$ cat src/rtl/astas_pkg.sv
// shared constants and types for the serial transmit and status block
package astas_pkg;
	localparam logic [7:0]  OFS_STATUS = 8'h00;
	localparam logic [7:0]  OFS_DATA   = 8'h04;
	localparam logic [7:0]  OFS_CTRL1  = 8'h08;
	localparam logic [7:0]  OFS_CTRL2  = 8'h0c;
	localparam logic [7:0]  OFS_CPU    = 8'h10;
	localparam logic [7:0]  OFS_BAUD   = 8'h14;
	localparam int          C1_WORD9   = 0;
	localparam int          C1_NINTH   = 1;
	localparam int          C1_PIE     = 2;
	localparam int          C2_TE      = 0;
	localparam int          C2_SBK     = 1;
	localparam int          C2_TIE     = 2;
	localparam int          C2_TX_COMPLETE_IRQ_EN    = 3;
	localparam int          C2_RIE     = 4;
	localparam int          C2_IDLE_IRQ_EN    = 5;
	localparam int          CPU_MASK   = 0;
	localparam logic [7:0]  STATUS_RST = 8'hc0;
	localparam logic [7:0]  CTRL1_RST  = 8'h00;
	localparam logic [7:0]  CTRL2_RST  = 8'h00;
	localparam logic [7:0]  CPU_RST    = 8'h00;
	localparam logic [15:0] BAUD_RST   = 16'h00d8;
	localparam int          FRAME_W    = 11;
	localparam logic [3:0]  LEN_8      = 4'ha;
	localparam logic [3:0]  LEN_9      = 4'hb;
	localparam logic [3:0]  LEN_MARK   = 4'h1;

	typedef enum logic [2:0] {FR_NONE, FR_DATA, FR_IDLE, FR_BREAK, FR_MARK} astas_frame_e;

	typedef struct packed {
		logic tx_empty;
		logic tx_complete;
		logic rx_ready;
		logic idle_line;
		logic overrun;
		logic noise;
		logic framing;
		logic parity;
	} astas_status_s;

	typedef struct packed {
		logic       valid;
		logic [8:0] data;
		logic       noise;
		logic       framing;
		logic       parity;
	} astas_rx_evt_s;
endpackage : astas_pkg

$ cat src/rtl/astas_serial.sv
// serial transmitter with status flags and apb register access
//
// Notes on behaviour
// - word length eight or nine bits
// - ninth bit comes from control one
// - data leaves least significant bit first
// - enabling transmitter sends one idle frame
// - status read then data write clears tx flags
// - write while busy lands in buffer
// - write while idle starts at once
// - buffer move sets empty flag, may interrupt
// - no move while empty flag set
// - data frame end sets complete flag
// - idle or break never sets complete
// - break repeats, then one mark bit
// - enable toggle sends idle, drops buffer
// - status resets with two tx flags set
// - received word sets ready flag, interrupts
// - idle flag rearms only after ready
// - overrun keeps buffered word, sets flag
// - noise flag, no own interrupt
// - framing flag, no own interrupt
// - framing plus overrun: transfer, overrun only
// - parity flag interrupts when enabled
`timescale 1ns/1ps
module astas_serial
	import astas_pkg::*;
(
	input  wire logic          pclk,
	input  wire logic          presetn,
	input  wire logic          psel,
	input  wire logic          penable,
	input  wire logic          pwrite,
	input  wire logic [7:0]    paddr,
	input  wire logic [31:0]   pwdata,
	output logic      [31:0]   prdata,
	output logic               pready,
	output logic               pslverr,
	input  wire astas_rx_evt_s rx_evt,
	input  wire logic          rx_idle_detect,
	output logic               txd,
	output logic               tx_oe,
	output logic               irq
);
	logic [7:0]    ctrl1;
	logic [7:0]    ctrl2;
	logic [7:0]    cpu_reg;
	logic [15:0]   baud;
	logic [15:0]   baud_cnt;
	logic          armed;
	astas_status_s st;
	logic [8:0]    rx_buffer;
	logic          idle_rearm;
	logic [7:0]    tx_buffer;
	logic          buf_full;
	logic          busy;
	astas_frame_e  kind;
	logic [FRAME_W-1:0] shift;
	logic [3:0]    bits_left;
	logic          after_break;
	logic          idle_pend;

	logic          fire;
	logic          wr_data;
	logic          rd_data;
	logic          rd_status;
	logic          clr_tx;
	logic          clr_rx;
	logic          te_rise;
	logic          tick;
	logic          frame_end;
	logic          can_start;
	logic          direct;
	logic          load_buf;
	logic          load;
	astas_frame_e  sel;
	logic [FRAME_W-1:0] pattern;
	logic [3:0]    sel_len;
	logic [31:0]   rd_mux;
	logic          mapped;

	function automatic logic [FRAME_W-1:0] make_frame(input astas_frame_e k, input logic [7:0] d,
		input logic nine, input logic t8);
		case (k)
			FR_DATA:  make_frame = nine ? {1'b1, t8, d, 1'b0} : {2'b11, d, 1'b0};
			FR_BREAK: make_frame = '0;
			default:  make_frame = '1;
		endcase
	endfunction : make_frame

	always_comb
	begin
		fire = psel && penable && pready;
		wr_data = fire && pwrite && paddr == OFS_DATA;
		rd_data = fire && !pwrite && paddr == OFS_DATA;
		rd_status = fire && !pwrite && paddr == OFS_STATUS;
		clr_tx = wr_data && armed;
		clr_rx = rd_data && armed;
		te_rise = fire && pwrite && paddr == OFS_CTRL2 && pwdata[C2_TE] && !ctrl2[C2_TE];
	end

	always_comb
	begin
		mapped = 1'b1;
		rd_mux = '0;
		case (paddr)
			OFS_STATUS: rd_mux = {24'h000000, st};
			OFS_DATA:   rd_mux = {23'h000000, rx_buffer};
			OFS_CTRL1:  rd_mux = {24'h000000, ctrl1};
			OFS_CTRL2:  rd_mux = {24'h000000, ctrl2};
			OFS_CPU:    rd_mux = {24'h000000, cpu_reg};
			OFS_BAUD:   rd_mux = {16'h0000, baud};
			default:    mapped = 1'b0;
		endcase
	end

	// one wait state so read data comes from a flop
	always_ff @(posedge pclk or negedge presetn)
		if (!presetn)
		begin
			pready <= 1'b0;
			prdata <= '0;
			pslverr <= 1'b0;
		end
		else
		begin
			pready <= psel && penable && !pready;
			if (psel && penable && !pready)
			begin
				prdata <= rd_mux;
				pslverr <= !mapped;
			end
		end

	always_ff @(posedge pclk or negedge presetn)
		if (!presetn)
		begin
			ctrl1 <= CTRL1_RST;
			ctrl2 <= CTRL2_RST;
			cpu_reg <= CPU_RST;
			baud <= BAUD_RST;
		end
		else if (fire && pwrite)
		begin
			case (paddr)
				OFS_CTRL1: ctrl1 <= pwdata[7:0];
				OFS_CTRL2: ctrl2 <= pwdata[7:0];
				OFS_CPU:   cpu_reg <= pwdata[7:0];
				OFS_BAUD:  baud <= pwdata[15:0];
				default:   ;
			endcase
		end

	// any access other than the data register keeps the arm
	always_ff @(posedge pclk or negedge presetn)
		if (!presetn)
			armed <= 1'b0;
		else if (rd_status)
			armed <= 1'b1;
		else if (rd_data || wr_data)
			armed <= 1'b0;

	always_ff @(posedge pclk or negedge presetn)
		if (!presetn)
			baud_cnt <= BAUD_RST;
		else if (load || !busy || baud_cnt == 16'h0000)
			baud_cnt <= baud;
		else
			baud_cnt <= baud_cnt - 16'h0001;

	always_comb
	begin
		tick = busy && baud_cnt == 16'h0000;
		frame_end = tick && bits_left == 4'h1;
		can_start = ctrl2[C2_TE] && (!busy || frame_end);
		sel = FR_NONE;
		load_buf = 1'b0;
		if (can_start)
		begin
			if (ctrl2[C2_SBK])
				sel = FR_BREAK;
			else if (after_break)
				sel = FR_MARK;
			else if (idle_pend)
				sel = FR_IDLE;
			else if (buf_full && !st.tx_empty)
			begin
				sel = FR_DATA;
				load_buf = 1'b1;
			end
		end
		direct = wr_data && ctrl2[C2_TE] && !busy && sel == FR_NONE && !buf_full;
		if (direct)
			sel = FR_DATA;
		load = sel != FR_NONE;
		pattern = make_frame(sel, direct ? pwdata[7:0] : tx_buffer, ctrl1[C1_WORD9],
			ctrl1[C1_NINTH]);
		sel_len = sel == FR_MARK ? LEN_MARK : (ctrl1[C1_WORD9] ? LEN_9 : LEN_8);
	end

	always_ff @(posedge pclk or negedge presetn)
		if (!presetn)
		begin
			busy <= 1'b0;
			kind <= FR_NONE;
			shift <= '1;
			bits_left <= 4'h0;
			txd <= 1'b1;
			after_break <= 1'b0;
		end
		else if (load)
		begin
			busy <= 1'b1;
			kind <= sel;
			shift <= pattern;
			bits_left <= sel_len;
			txd <= pattern[0];
			after_break <= sel == FR_BREAK;
		end
		else if (tick)
		begin
			if (frame_end)
			begin
				busy <= 1'b0;
				kind <= FR_NONE;
				txd <= 1'b1;
			end
			else
			begin
				shift <= shift >> 1;
				txd <= shift[1];
				bits_left <= bits_left - 4'h1;
			end
		end

	always_ff @(posedge pclk or negedge presetn)
		if (!presetn)
			tx_oe <= 1'b0;
		else
			tx_oe <= ctrl2[C2_TE];

	always_ff @(posedge pclk or negedge presetn)
		if (!presetn)
			idle_pend <= 1'b0;
		else if (te_rise)
			idle_pend <= 1'b1;
		else if (load && sel == FR_IDLE)
			idle_pend <= 1'b0;

	always_ff @(posedge pclk or negedge presetn)
		if (!presetn)
		begin
			buf_full <= 1'b0;
			tx_buffer <= 8'h00;
		end
		else if (te_rise)
			buf_full <= 1'b0;
		else
		begin
			if (load_buf)
				buf_full <= 1'b0;
			// a write in the moving cycle refills the buffer instead of being lost
			if (wr_data && !direct)
			begin
				buf_full <= 1'b1;
				tx_buffer <= pwdata[7:0];
			end
		end

	// one process owns the whole status word; hardware set wins over the software clear
	always_ff @(posedge pclk or negedge presetn)
		if (!presetn)
		begin
			st.tx_empty <= STATUS_RST[7];
			st.tx_complete <= STATUS_RST[6];
			st.rx_ready <= STATUS_RST[5];
			st.idle_line <= STATUS_RST[4];
			st.overrun <= STATUS_RST[3];
			st.noise <= STATUS_RST[2];
			st.framing <= STATUS_RST[1];
			st.parity <= STATUS_RST[0];
			rx_buffer <= 9'h000;
			idle_rearm <= 1'b1;
		end
		else
		begin
			if (clr_rx)
			begin
				st.rx_ready <= 1'b0;
				st.idle_line <= 1'b0;
				st.overrun <= 1'b0;
				st.noise <= 1'b0;
				st.framing <= 1'b0;
				st.parity <= 1'b0;
			end
			if (load_buf || direct)
				st.tx_empty <= 1'b1;
			else if (clr_tx)
				st.tx_empty <= 1'b0;
			if (frame_end && kind == FR_DATA)
				st.tx_complete <= 1'b1;
			else if (clr_tx)
				st.tx_complete <= 1'b0;
			if (rx_idle_detect && idle_rearm)
			begin
				st.idle_line <= 1'b1;
				idle_rearm <= 1'b0;
			end
			if (rx_evt.valid)
			begin
				if (st.rx_ready && !rx_evt.framing)
					st.overrun <= 1'b1;
				else
				begin
					rx_buffer <= rx_evt.data;
					st.rx_ready <= 1'b1;
					idle_rearm <= 1'b1;
					if (st.rx_ready)
						st.overrun <= 1'b1;
					else
					begin
						st.noise <= rx_evt.noise;
						st.framing <= rx_evt.framing;
						st.parity <= rx_evt.parity;
					end
				end
			end
		end

	// noise and framing share the ready interrupt, no term of their own
	always_ff @(posedge pclk or negedge presetn)
		if (!presetn)
			irq <= 1'b0;
		else
			irq <= !cpu_reg[CPU_MASK] && ((st.tx_empty && ctrl2[C2_TIE])
				|| (st.tx_complete && ctrl2[C2_TX_COMPLETE_IRQ_EN])
				|| ((st.rx_ready || st.overrun) && ctrl2[C2_RIE])
				|| (st.idle_line && ctrl2[C2_IDLE_IRQ_EN])
				|| (st.parity && ctrl1[C1_PIE]));

	buf_move_flag_a: assert property (@(posedge pclk) disable iff (!presetn)
		load_buf |=> st.tx_empty && busy && kind == FR_DATA)
		else $error("buffer move did not set empty flag");

	buf_hold_a: assert property (@(posedge pclk) disable iff (!presetn)
		buf_full && st.tx_empty && !te_rise |=> buf_full)
		else $error("buffer moved while empty flag set");

	direct_start_a: assert property (@(posedge pclk) disable iff (!presetn)
		direct |=> busy && st.tx_empty && !txd && !buf_full)
		else $error("direct write did not start frame");

	busy_write_a: assert property (@(posedge pclk) disable iff (!presetn)
		wr_data && busy && !frame_end |=> buf_full && tx_buffer == $past(pwdata[7:0]))
		else $error("write while busy not buffered");

	clear_seq_a: assert property (@(posedge pclk) disable iff (!presetn)
		clr_tx && !load_buf && !direct && !frame_end |=> !st.tx_empty && !st.tx_complete)
		else $error("clear sequence left tx flags set");

	tc_only_data_a: assert property (@(posedge pclk) disable iff (!presetn)
		$rose(st.tx_complete) |-> $past(kind) == FR_DATA && $past(frame_end))
		else $error("complete flag set by non data frame");

	tc_set_a: assert property (@(posedge pclk) disable iff (!presetn)
		frame_end && kind == FR_DATA |=> st.tx_complete ##1 st.tx_complete || $past(clr_tx))
		else $error("complete flag not set after data frame");

	break_repeat_a: assert property (@(posedge pclk) disable iff (!presetn)
		frame_end && ctrl2[C2_SBK] && ctrl2[C2_TE] |=> kind == FR_BREAK && !txd)
		else $error("break frame not repeated");

	te_idle_a: assert property (@(posedge pclk) disable iff (!presetn)
		te_rise |=> idle_pend && !buf_full)
		else $error("enable toggle kept buffer or skipped idle");

	overrun_keep_a: assert property (@(posedge pclk) disable iff (!presetn)
		rx_evt.valid && st.rx_ready && !rx_evt.framing |=> st.overrun && $stable(rx_buffer))
		else $error("overrun overwrote buffered word");

	overrun_frame_a: assert property (@(posedge pclk) disable iff (!presetn)
		rx_evt.valid && st.rx_ready && rx_evt.framing && !clr_rx
		|=> st.overrun && rx_buffer == $past(rx_evt.data) && st.framing == $past(st.framing))
		else $error("framing plus overrun handled wrong");

	idle_once_a: assert property (@(posedge pclk) disable iff (!presetn)
		!idle_rearm && !st.idle_line && !rx_evt.valid |=> !st.idle_line)
		else $error("idle flag set again without new word");
endmodule : astas_serial

$ cat config.mk
export PLATFORM = sky130hd
export DESIGN_NAME = astas_serial
export DESIGN_NICKNAME = d
export VERILOG_FILES = /design/src/rtl/astas_pkg.sv /design/src/rtl/astas_serial.sv
export SDC_FILE = /design/constraint.sdc
export NUM_CORES = 1
export LEC_CHECK = 0
export ABC_AREA = 0
export BUFFER_PORTS_ARGS = -buffer_cell sky130_fd_sc_hd__buf_2
export CAP_MARGIN = 5
export CORE_MARGIN = 2
export CORE_UTILIZATION = 35
export DETAILED_ROUTE_END_ITERATION = 8
export PLACE_DENSITY_LB_ADDON = 0.05
export SLEW_MARGIN = 20
export SYNTH_ARGS = -nofsm -noshare
export SYNTH_HDL_FRONTEND = slang
export SYNTH_SLANG_ARGS = --single-unit
$ cat constraint.sdc
create_clock -name pclk -period 3.9 [get_ports pclk]
set_clock_uncertainty 0.1 [all_clocks]
set_input_delay 0.195 -clock pclk [delete_from_list [all_inputs] [get_ports pclk]]
set_output_delay 0.195 -clock pclk [all_outputs]
set_load 0.01 [all_outputs]
== Yosys cells after proc, flatten, opt, wreduce, memory -nomap -nowiden ==
Cells that the tools add are included.
Word-level totals
  output and inout bits: 37
  input port bits: 59
  flip-flop bits (word level): 142
Cells by class
  reduce and logical (&&, ||, !) cells: 73
  $add $sub $neg: 2
  bitwise operators: 2
  muxes and demuxes: 56
  equal/unequal tests: 12
Operators with widths (count)
  case mux 16 bit (6 select lines): 1
  two-way mux 11 bit: 3
  logical AND 1 bit: 32
  two-way mux 1 bit: 32
  two-way mux 3 bit: 9
  case mux 11 bit (2 select lines): 1
  two-way mux 4 bit: 5
  == test 8 x 4 -> 1 bit (second input constant): 2
  == test 8 x 5 -> 1 bit (second input constant): 2
  logical NOT 16 bit: 1
  two-way mux 16 bit: 1
  AND reduction 2 bit: 8
  subtractor 16 x 1 -> 16 bit (second input constant): 1
  nonzero test 2 bit: 7
  logical NOT 1 bit: 10
  logical OR 1 bit: 10
  two-way mux 10 bit: 1
  == test 8 x 3 -> 1 bit (second input constant): 1
  logical NOT 8 bit: 1
  two-way mux 8 bit: 1
  == test 3 x 1 -> 1 bit (second input constant): 2
  == test 3 x 2 -> 1 bit (second input constant): 2
  two-way mux 6 bit: 1
  nonzero test 3 bit: 2
  other kinds (8): 9

== Depth between registers and ports, before layout ==
Gate-level depths: netlist of the first run.
  depth in word-level cells: 15
  gate-level depth with buffers: 8
  depth with buffers taken out: 7

== Worst setup path after synthesis of the first run ==
OpenSTA, ideal clock, no wires.
  path kind: register to register
  from: register bits_left[1]
  to: register shift[8]
  data arrival time: 2220 ps
  setup time: 80 ps
  cell stages (with the launch flop): 9
  period minus slack after synthesis: 2399 ps
  path slack: 1501 ps
  buffers on the path: 1
  path through: dfrtp_1 inv_1 ha_1 nor3b_1 and3_1 a21oi_1 clkbuf_1 or3_1 a32o_1
On the way
  cells in the longest elaborated chain, start to end: 12
  elaborated cells between the ends (all ways): 19
  those cells by class: eq/ne (4); mux (6); reduce/logical (9)
Ends and longest elaborated chain
  from (decl): RTL line astas_serial.sv:59  | logic [3:0] bits_left;
  from (signal assigned): RTL line astas_serial.sv:216  | bits_left <= sel_len;
  from (signal assigned): RTL line astas_serial.sv:232  | bits_left <= bits_left - 4'h1;
  == test 4 x 1 -> 1 bit (*): RTL line astas_serial.sv:174  | frame_end = tick && bits_left == 4'h1;
  logical AND 1 bit (*): RTL line astas_serial.sv:174
  logical OR 1 bit: RTL line astas_serial.sv:175  | can_start = ctrl2[C2_TE] && (!busy || frame_end);
  logical AND 1 bit: RTL line astas_serial.sv:175
  two-way mux 3 bit: RTL line astas_serial.sv:178  | if (can_start)
  logical NOT 3 bit: RTL line astas_serial.sv:192  | direct = wr_data && ctrl2[C2_TE] && !busy && sel == FR_NONE && !buf_full;
  logical AND 1 bit (2 in series): RTL line astas_serial.sv:192
  two-way mux 3 bit / two-way mux 8 bit (equally long branches): RTL line astas_serial.sv:193, astas_serial.sv:196
  == test 3 x 2 -> 1 bit, or another cell as far along: RTL line astas_serial.sv:84  | case (k)
  case mux 11 bit (2 select lines), or another cell as far along: RTL line astas_serial.sv:84
  two-way mux 11 bit / AND reduction 2 bit (equally long branches)
  to (signal assigned): RTL line astas_serial.sv:215  | shift <= pattern;
  to (signal assigned): RTL line astas_serial.sv:230  | shift <= shift >> 1;
  to (decl): RTL line astas_serial.sv:58  | logic [FRAME_W-1:0] shift;
Mark *: on every way between the ends. The rest lies on a longest branch, timed or not.
A chain may end at the register's enable or synchronous reset.

== Worst setup path in the final report of the first run ==
  from: register baud_cnt[12]
  to: register bits_left[3]
On the way
  cells in the longest elaborated chain, start to end: 13
  elaborated cells between the ends (all ways): 17
  those cells by class: eq/ne (2); mux (4); reduce/logical (11)
Ends and longest elaborated chain
  from (decl): RTL line astas_serial.sv:49  | logic [15:0] baud_cnt;
  from (signal assigned): RTL line astas_serial.sv:167  | baud_cnt <= baud;
  from (signal assigned): RTL line astas_serial.sv:169  | baud_cnt <= baud_cnt - 16'h0001;
  logical NOT 16 bit (*): RTL line astas_serial.sv:173  | tick = busy && baud_cnt == 16'h0000;
  logical AND 1 bit (*): RTL line astas_serial.sv:173
  logical AND 1 bit: RTL line astas_serial.sv:174
  logical OR 1 bit: RTL line astas_serial.sv:175
  logical AND 1 bit: RTL line astas_serial.sv:175
  two-way mux 3 bit: RTL line astas_serial.sv:178
  logical NOT 3 bit: RTL line astas_serial.sv:192
  logical AND 1 bit (2 in series): RTL line astas_serial.sv:192
  two-way mux 3 bit: RTL line astas_serial.sv:193  | if (direct)
  == test 3 bit / nonzero test 3 bit (equally long branches): RTL line astas_serial.sv:198, astas_serial.sv:195
  two-way mux 4 bit, or another cell as far along: RTL line astas_serial.sv:198  | sel_len = sel == FR_MARK ? LEN_MARK : (ctrl1[C1_WORD9] ? LEN_9 : LEN_8);
  two-way mux 4 bit / AND reduction 2 bit (equally long branches)
Marked as above.

==> summary.md, run 1 <==
| Metric | Value |
|---|---|
| Status | finished clean |
| Yosys top cell by area | dfrtp_1 |
| Avg Cell Area, Syn | 11.3 µm² |
| Synth Area in Compound Gates | 12.9% |
| Clock slew at reported path FFs | 0.06 ns |
| Hold_ws | 0.0414 ns |
| Die height | 136 µm |
| R2R depth | 5 |
| Max Cap Violations | 0 |
| CP max stage cell | nor3_1 |
| Antenna-violating nets left | 0 |
| Number of buffers inserted by port buffering | 63 |
| Critical path data arrival time | 2.81 ns |
| Final setup violation count | 0 |
| Largest family of logic cells by synthesized area | simple AND/OR/NAND/NOR gates |
| Post-synthesis xor/xnor area fraction | 2.15% |
| Fillers | 1672 |
| Via count | 4480 |
| DR vias/cell | 5.14 |
| Nature of the critical path endpoint | register |
| Pins Over Slew Limit | 0 |
| Crit path max fanout | 14 |
| Fraction of registers with async set/reset | 100% |
| Post-synthesis cell count | 542 |
| Area of the multi-input gates | 2730 µm² |
| Post-synth EDFFs | 0 |
| Core Area | 17200 µm² |
| Largest registers | baud x16, baud_cnt x16, prdata x16 |
| Postcts setup bufs | 0 |
| Synth warn | 0 |
| Mux cell area share after synthesis | 13.5% |
| Share of post-route cells with drive strength above 1 | 31.8% |
| Critical Path Start Type | register |
| Initial antenna violation count | 0 |
| Synth top area share | 42.2% |
| Area contributors post-synth | dfrtp_1, mux2_2, dfstp_2, nand2_1, mux4_2 |
| Router iterations before antenna repair | 4 |
| Final net count | 697 |
| Max clock buf depth | 2 |
| Simple-gate share of the synthesized area | 14.3% |
| Crit Path Class | register to register |
| Crit Reg-Reg Startpoint | baud_cnt[12] |
| IO Pins | 96 |
| Clk root buf | clkbuf_16 |
| Largest net degree at the start of global routing | 69 |
| Die ar. | 18500 µm² |
| WHS Endpoint | baud[1] |
| Pleak | 3.56 nW |
| Gpl congestion | 0.804 |
| Final critical-path share of the clock period | 66.2% |
| Mapped cell area | 6110 µm² |
| WL final | 15900 µm |
| Crit path buffers/inverters | 0 |
| WL/cell | 18.2 µm |
| Reg-to-reg setup timing slack | 1.32 ns |
| Final Hold Viols | 0 |
| CP Data Required Time | 4.13 ns |
| Clk_lat worst skew | 0.42 ns |
| FF-to-FF End | bits_left[3] |
| PwrDens | 470 nW/µm² |
| VDD IR max | 0.332 mV |
| Area growth, synth to finish | 23.6% |
| Global-route wire length before repair | 25500 µm |
| Worst stage delay on the critical path | 0.54 ns |
| DR iter-0 viols | 239 |
| Clock sink count | 125 |
| TritonCTS clock tree | built |
| Hold_sp | pwdata[1] |
| Relative slew slack | 36.8% |
| Achievable frequency | 387 MHz |
| Yosys cell types | 63 |
| Sequential share of the synthesized area | 51.6% |
| Global route overflow | 0 |
| Global-route usage over all layers | 18.5% |
| Worst hold stages | 2 |
| Crit path time final | 2.58 ns |
| H-tree depth | 4 |
| HPWL Detailed | 11300 µm |
| Antenna diodes | 0 |
| Ys flop type | dfrtp_1 |
| RSZ-0062 raised after global routing | false |
| #FFs+latches synth | 125 |
| Worst setup path start | baud_cnt[12] |
| Hold crit path type | primary input to register |
| Post-synthesis adder-cell area fraction | 0.819% |
| Register cell area after layout | 3160 µm² |
| Initial Util | 35.6% |
| DRC Markers | 0 |
| Top delay family on crit path | compound AO/OA/AOI/OAI gates |
| Tightest Pin Transition | 0.948 ns |
| Vias in the first global route | 4608 |
| Num CTS Buffers | 17 |
| Row cnt | 48 |
| Die width | 136 µm |
| CP cell instances | nor3_1 -> and4_1 -> a21o_1 -> a21oi_2 -> o311ai_1 |
| Setup TNS | 0 ns |
==> per-stage QoR <==
stage               power (mW)  instance area, µm²  worst slack (ns)  instances  utilization [%]
floorplan                 1.61                6170              1.50        557                -
global placement          1.73                6630              1.13        816             38.6
detailed placement        1.74                6630              1.14        816             38.6
CTS                       3.60                7550              1.31        872             44.0
global route              3.70                7550              1.13        872             44.0
finish                    3.55                7550              1.32        872             44.0
==> cells in the mapped netlist, types with 12 or more instances <==
master	instances
dfrtp_1	103
nand2_1	59
mux2_2	57
o21ai_0	32
dfstp_2	22
nor2_1	21
clkbuf_1	17
buf_4	16
inv_1	15
nor2b_1	13
nand3_1	12
or3_1	12
==> worst reg2reg max path: stages, from the launching register on <==
cell and delay (ns):
dfrtp_1 0.40, nor3_1 0.54, and4_1 0.37, a21o_1 0.48
a21oi_2 0.27, o311ai_1 0.32
==> cell type report <==
| cell class | count | area share [%] |
|---|---|---|
| Clock buffer | 18 | 5.81 |
| Clock inverter | 14 | 3.18 |
| Inverter | 15 | 0.745 |
| Multi-Input combinational cell | 376 | 36.2 |
| Sequential cell | 125 | 41.8 |
| Tap cell | 225 | 3.73 |
| Timing Repair Buffer | 99 | 8.58 |
==> routing by layer <==
layer  vias up  GRT usage, %  wire (µm)
li1       2130             -          -
met1      2241          24.7       7210
met2        93          30.2       7690
met3        16          3.28        785
met4         0          6.66        217
met5         -             0          0
==> repair_timing <==
item / 4_1_cts / 5_1_grt
endpoints found under the hold margin: 81 / 0
gates resized for setup: 0 / 0
hold buffers: 24 / 0
==> power by group <==
group / total (mW) / switching, mW / internal (mW)
Clock: 1.82 / 0.609 / 1.22
Combinational: 0.320 / 0.176 / 0.144
Sequential: 1.41 / 0.0400 / 1.37
==> worst max-delay path by stage <==
stage / depth (start not counted) / slack (ns) / end
floorplan: 8 / 1.50 / shift[8]
global placement: 6 / 1.13 / bits_left[3]
detailed placement: 6 / 1.14 / bits_left[3]
CTS: 5 / 1.31 / bits_left[3]
global route: 5 / 1.13 / bits_left[3]
finish: 5 / 1.32 / bits_left[3]
==> cell families (layout without fill, tap and decap cells) <==
family / after synthesis / after routing
multiplexers: 65 / 65
flip-flops: 125 / 125
AO/OA/AOI/OAI: 108 / 108
buffers and inverters: 56 / 146
XOR/XNOR: 15 / 15
AND/OR/NAND/NOR: 168 / 168
adder cells (fa/ha/maj): 4 / 4
other: 1 / 16
==> cell usage in the layout, fill, tap and decap left out, drive strengths merged, types with 3 or more instances in the layout <==
cell type | synthesis | routed
clkbuf | 17 | 18
conb | 1 | 16
clkinvlp | 0 | 5
a21o | 4 | 4
ha | 4 | 4
a22o | 10 | 10
a221oi | 9 | 9
and3 | 7 | 7
a21oi | 9 | 9
mux2 | 57 | 57
a32o | 8 | 8
a22oi | 3 | 3
mux4 | 8 | 8
buf | 24 | 75
a2bb2oi | 10 | 10
dfstp | 22 | 22
nor4 | 7 | 7
nand2 | 60 | 60
xor2 | 4 | 4
a31oi | 3 | 3
o21ai | 34 | 34
nand4 | 5 | 5
or2 | 4 | 4
nor3 | 11 | 11
or3 | 12 | 12
nand3 | 12 | 12
xnor2 | 11 | 11
dfrtp | 103 | 103
nor2b | 13 | 13
inv | 15 | 16
a31o | 3 | 3
dlygate4sd3 | 0 | 24
bufinv | 0 | 6
nor2 | 21 | 21
nand2b | 4 | 4
(Power assumes the default switching activity.)
==> inputs of run 2 (changes only) <==
Clock period 3.9 ns to 2.56 ns, I/O delays scaled along.
==> summary.md, run 2 (synthesis gave the netlist of run 1 again) <==
| Metric | Value |
|---|---|
| Router iterations before antenna repair | 4 (unchanged) |
| H-tree depth | 4 (unchanged) |
| Share of post-route cells with drive strength above 1 | 33.2% (was 31.8%) |
| Die ar. | 18500 µm² (unchanged) |
| Final setup violation count | 0 (unchanged) |
| Crit path time final | 2.35 ns (was 2.58 ns) |
| Initial antenna violation count | 1 (was 0) |
| Tightest Pin Transition | 0.776 ns (was 0.948 ns) |
| Setup TNS | 0 ns (unchanged) |
| Vias in the first global route | 4637 (was 4608) |
| Crit path top cell by count | nor3_1 |
| Postcts setup bufs | 0 (unchanged) |
| Critical Path Start Type | register (unchanged) |
| WL final | 15900 µm (about the same) |
| Hold_ws | 0.00542 ns (was 0.0414 ns) |
| IO Pins | 96 (unchanged) |
| Max Cap Violations | 0 (unchanged) |
| R2R depth | 6 (was 5) |
| Hold crit path type | primary input to register (unchanged) |
| Crit Path Class | register to register (unchanged) |
| Area growth, synth to finish | 26.5% (was 23.6%) |
| Gpl congestion | 0.792 (was 0.804) |
| CP cell instances | nor3_1 -> and4_1 -> a21oi_2 -> buf_4 -> nor3_1 -> o31ai_1 (was nor3_1 -> and4_1 -> a21o_1 -> a21oi_2 -> o311ai_1) |
| WL/cell | 17.8 µm (was 18.2 µm) |
| Clk root buf | clkbuf_16 (unchanged) |
| DR iter-0 viols | 264 (was 239) |
| Clk_lat worst skew | 0.42 ns (about the same) |
| Die width | 136 µm (unchanged) |
| Most frequent cells in the layout | dfrtp_1, buf_2, nand2_1 (unchanged) |
| VDD IR max | 0.424 mV (was 0.332 mV) |
| Final net count | 719 (was 697) |
| Via count | 4598 (was 4480) |
| HPWL Detailed | 11600 µm (was 11300 µm) |
| Worst hold stages | 2 (unchanged) |
| Num CTS Buffers | 17 (unchanged) |
| Clock sink count | 125 (unchanged) |
| Power Total | 5.32 mW (was 3.55 mW) |
| Final critical-path share of the clock period | 91.9% (was 66.2%) |
| Final Hold Viols | 0 (unchanged) |
| CP max stage cell | nor3_1 (unchanged) |
| Hold_sp | pwdata[6] (was pwdata[1]) |
| Initial Util | 35.6% (unchanged) |
| Relative slew slack | 48.2% (was 36.8%) |
| FF-to-FF End | buf_full (was bits_left[3]) |
| Nature of the critical path endpoint | register (unchanged) |
| Crit path max fanout | 11 (was 14) |
| Worst stage delay on the critical path | 0.51 ns (was 0.54 ns) |
| DR vias/cell | 5.14 (about the same) |
| Achievable frequency | 425 MHz (was 387 MHz) |
| Clock slew at reported path FFs | 0.06 ns (about the same) |
| TritonCTS clock tree | built (unchanged) |
| Crit path buffers/inverters | 1 (was 0) |
| Global route overflow | 0 (unchanged) |
| WHS Endpoint | ctrl1[6] (was baud[1]) |
| Top delay family on crit path | simple AND/OR/NAND/NOR gates (was compound AO/OA/AOI/OAI gates) |
| Commonest non-fill, non-tap cell in the layout | dfrtp_1 (unchanged) |
| DRC Markers | 0 (unchanged) |
| Antenna diodes | 0 (unchanged) |
| CP Data Required Time | 2.72 ns (was 4.13 ns) |
| Global-route usage over all layers | 18.3% (was 18.5%) |
| Max clock buf depth | 2 (unchanged) |
| Reg-to-reg setup timing slack | 0.21 ns (was 1.32 ns) |
| Core Area | 17200 µm² (unchanged) |
| PwrDens | 688 nW/µm² (was 470 nW/µm²) |
| Pins Over Slew Limit | 0 (unchanged) |
| Largest net degree at the start of global routing | 62 (was 69) |
| Antenna-violating nets left | 0 (unchanged) |
| Number of buffers inserted by port buffering | 63 (unchanged) |
| RSZ-0062 raised after global routing | false (unchanged) |
| Row cnt | 48 (unchanged) |
| Global-route wire length before repair | 25600 µm (was 25500 µm) |
| Die height | 136 µm (unchanged) |
| Final core area utilization | 45.0% (was 44.0%) |
| Status | finished clean (unchanged) |
| Largest registers | baud x16, baud_cnt x16, prdata x16 (unchanged) |
| Pleak | 3.66 nW (was 3.56 nW) |
| Critical path data arrival time | 2.51 ns (was 2.81 ns) |
| Crit Reg-Reg Startpoint | baud_cnt[12] (unchanged) |
[run 2: layer usage]
metal,global-route usage (%),vias to the layer above,share of wire (%)
met5,0,-,0
met4,5.73,0,1.1
met3,3.69,16,4.4
met2,29.2,94,48
met1,25.1,2310,46
li1,-,2178,-
[run 2: area by class of cell]
cell class	instances	area [µm²]
clock buffers	18	439
clock inverters	14	218
fillers	1638	9450
inverters	15	56.3
multi-input cells	376	2740
flip-flops and latches	125	3160
well taps	225	282
repair buffers	121	843
[run 2: through the flow]
step / setup WS (ns) / instance area, µm² / std cells
2_1_floorplan: 0.161 / 6170 / 557
4_1_cts: 0.209 / 7730 / 894
5_1_grt: 0.0604 / 7730 / 894
3_3_place_gp: 0.113 / 6760 / 831
3_5_place_dp: 0.0598 / 6760 / 831
6_report: 0.208 / 7730 / 894
[run 2: worst max-delay path by stage]
stage                  from      endpoint  slack [ns]  depth (start not counted)
4_1_cts         baud_cnt[6]      shift[9]        0.21                          6
6_report       baud_cnt[12]      buf_full        0.21                          6
3_3_place_gp   bits_left[0]  bits_left[3]        0.11                          7
3_5_place_dp   bits_left[0]  bits_left[3]        0.06                          7
2_1_floorplan  bits_left[1]      shift[8]        0.16                          8
5_1_grt        baud_cnt[12]  bits_left[3]        0.06                          7
[run 2: what timing repair did]
action | CTS | global route
resized for setup | 1 | 0
hold endpoints to repair | 77 | 0
endpoints found under the setup margin | 3 | 0
hold buffers | 31 | 0
[run 2: power by group]
part	switching (mW)	internal (mW)
clock network	0.909	1.75
logic	0.272	0.237
registers	0.0617	2.09
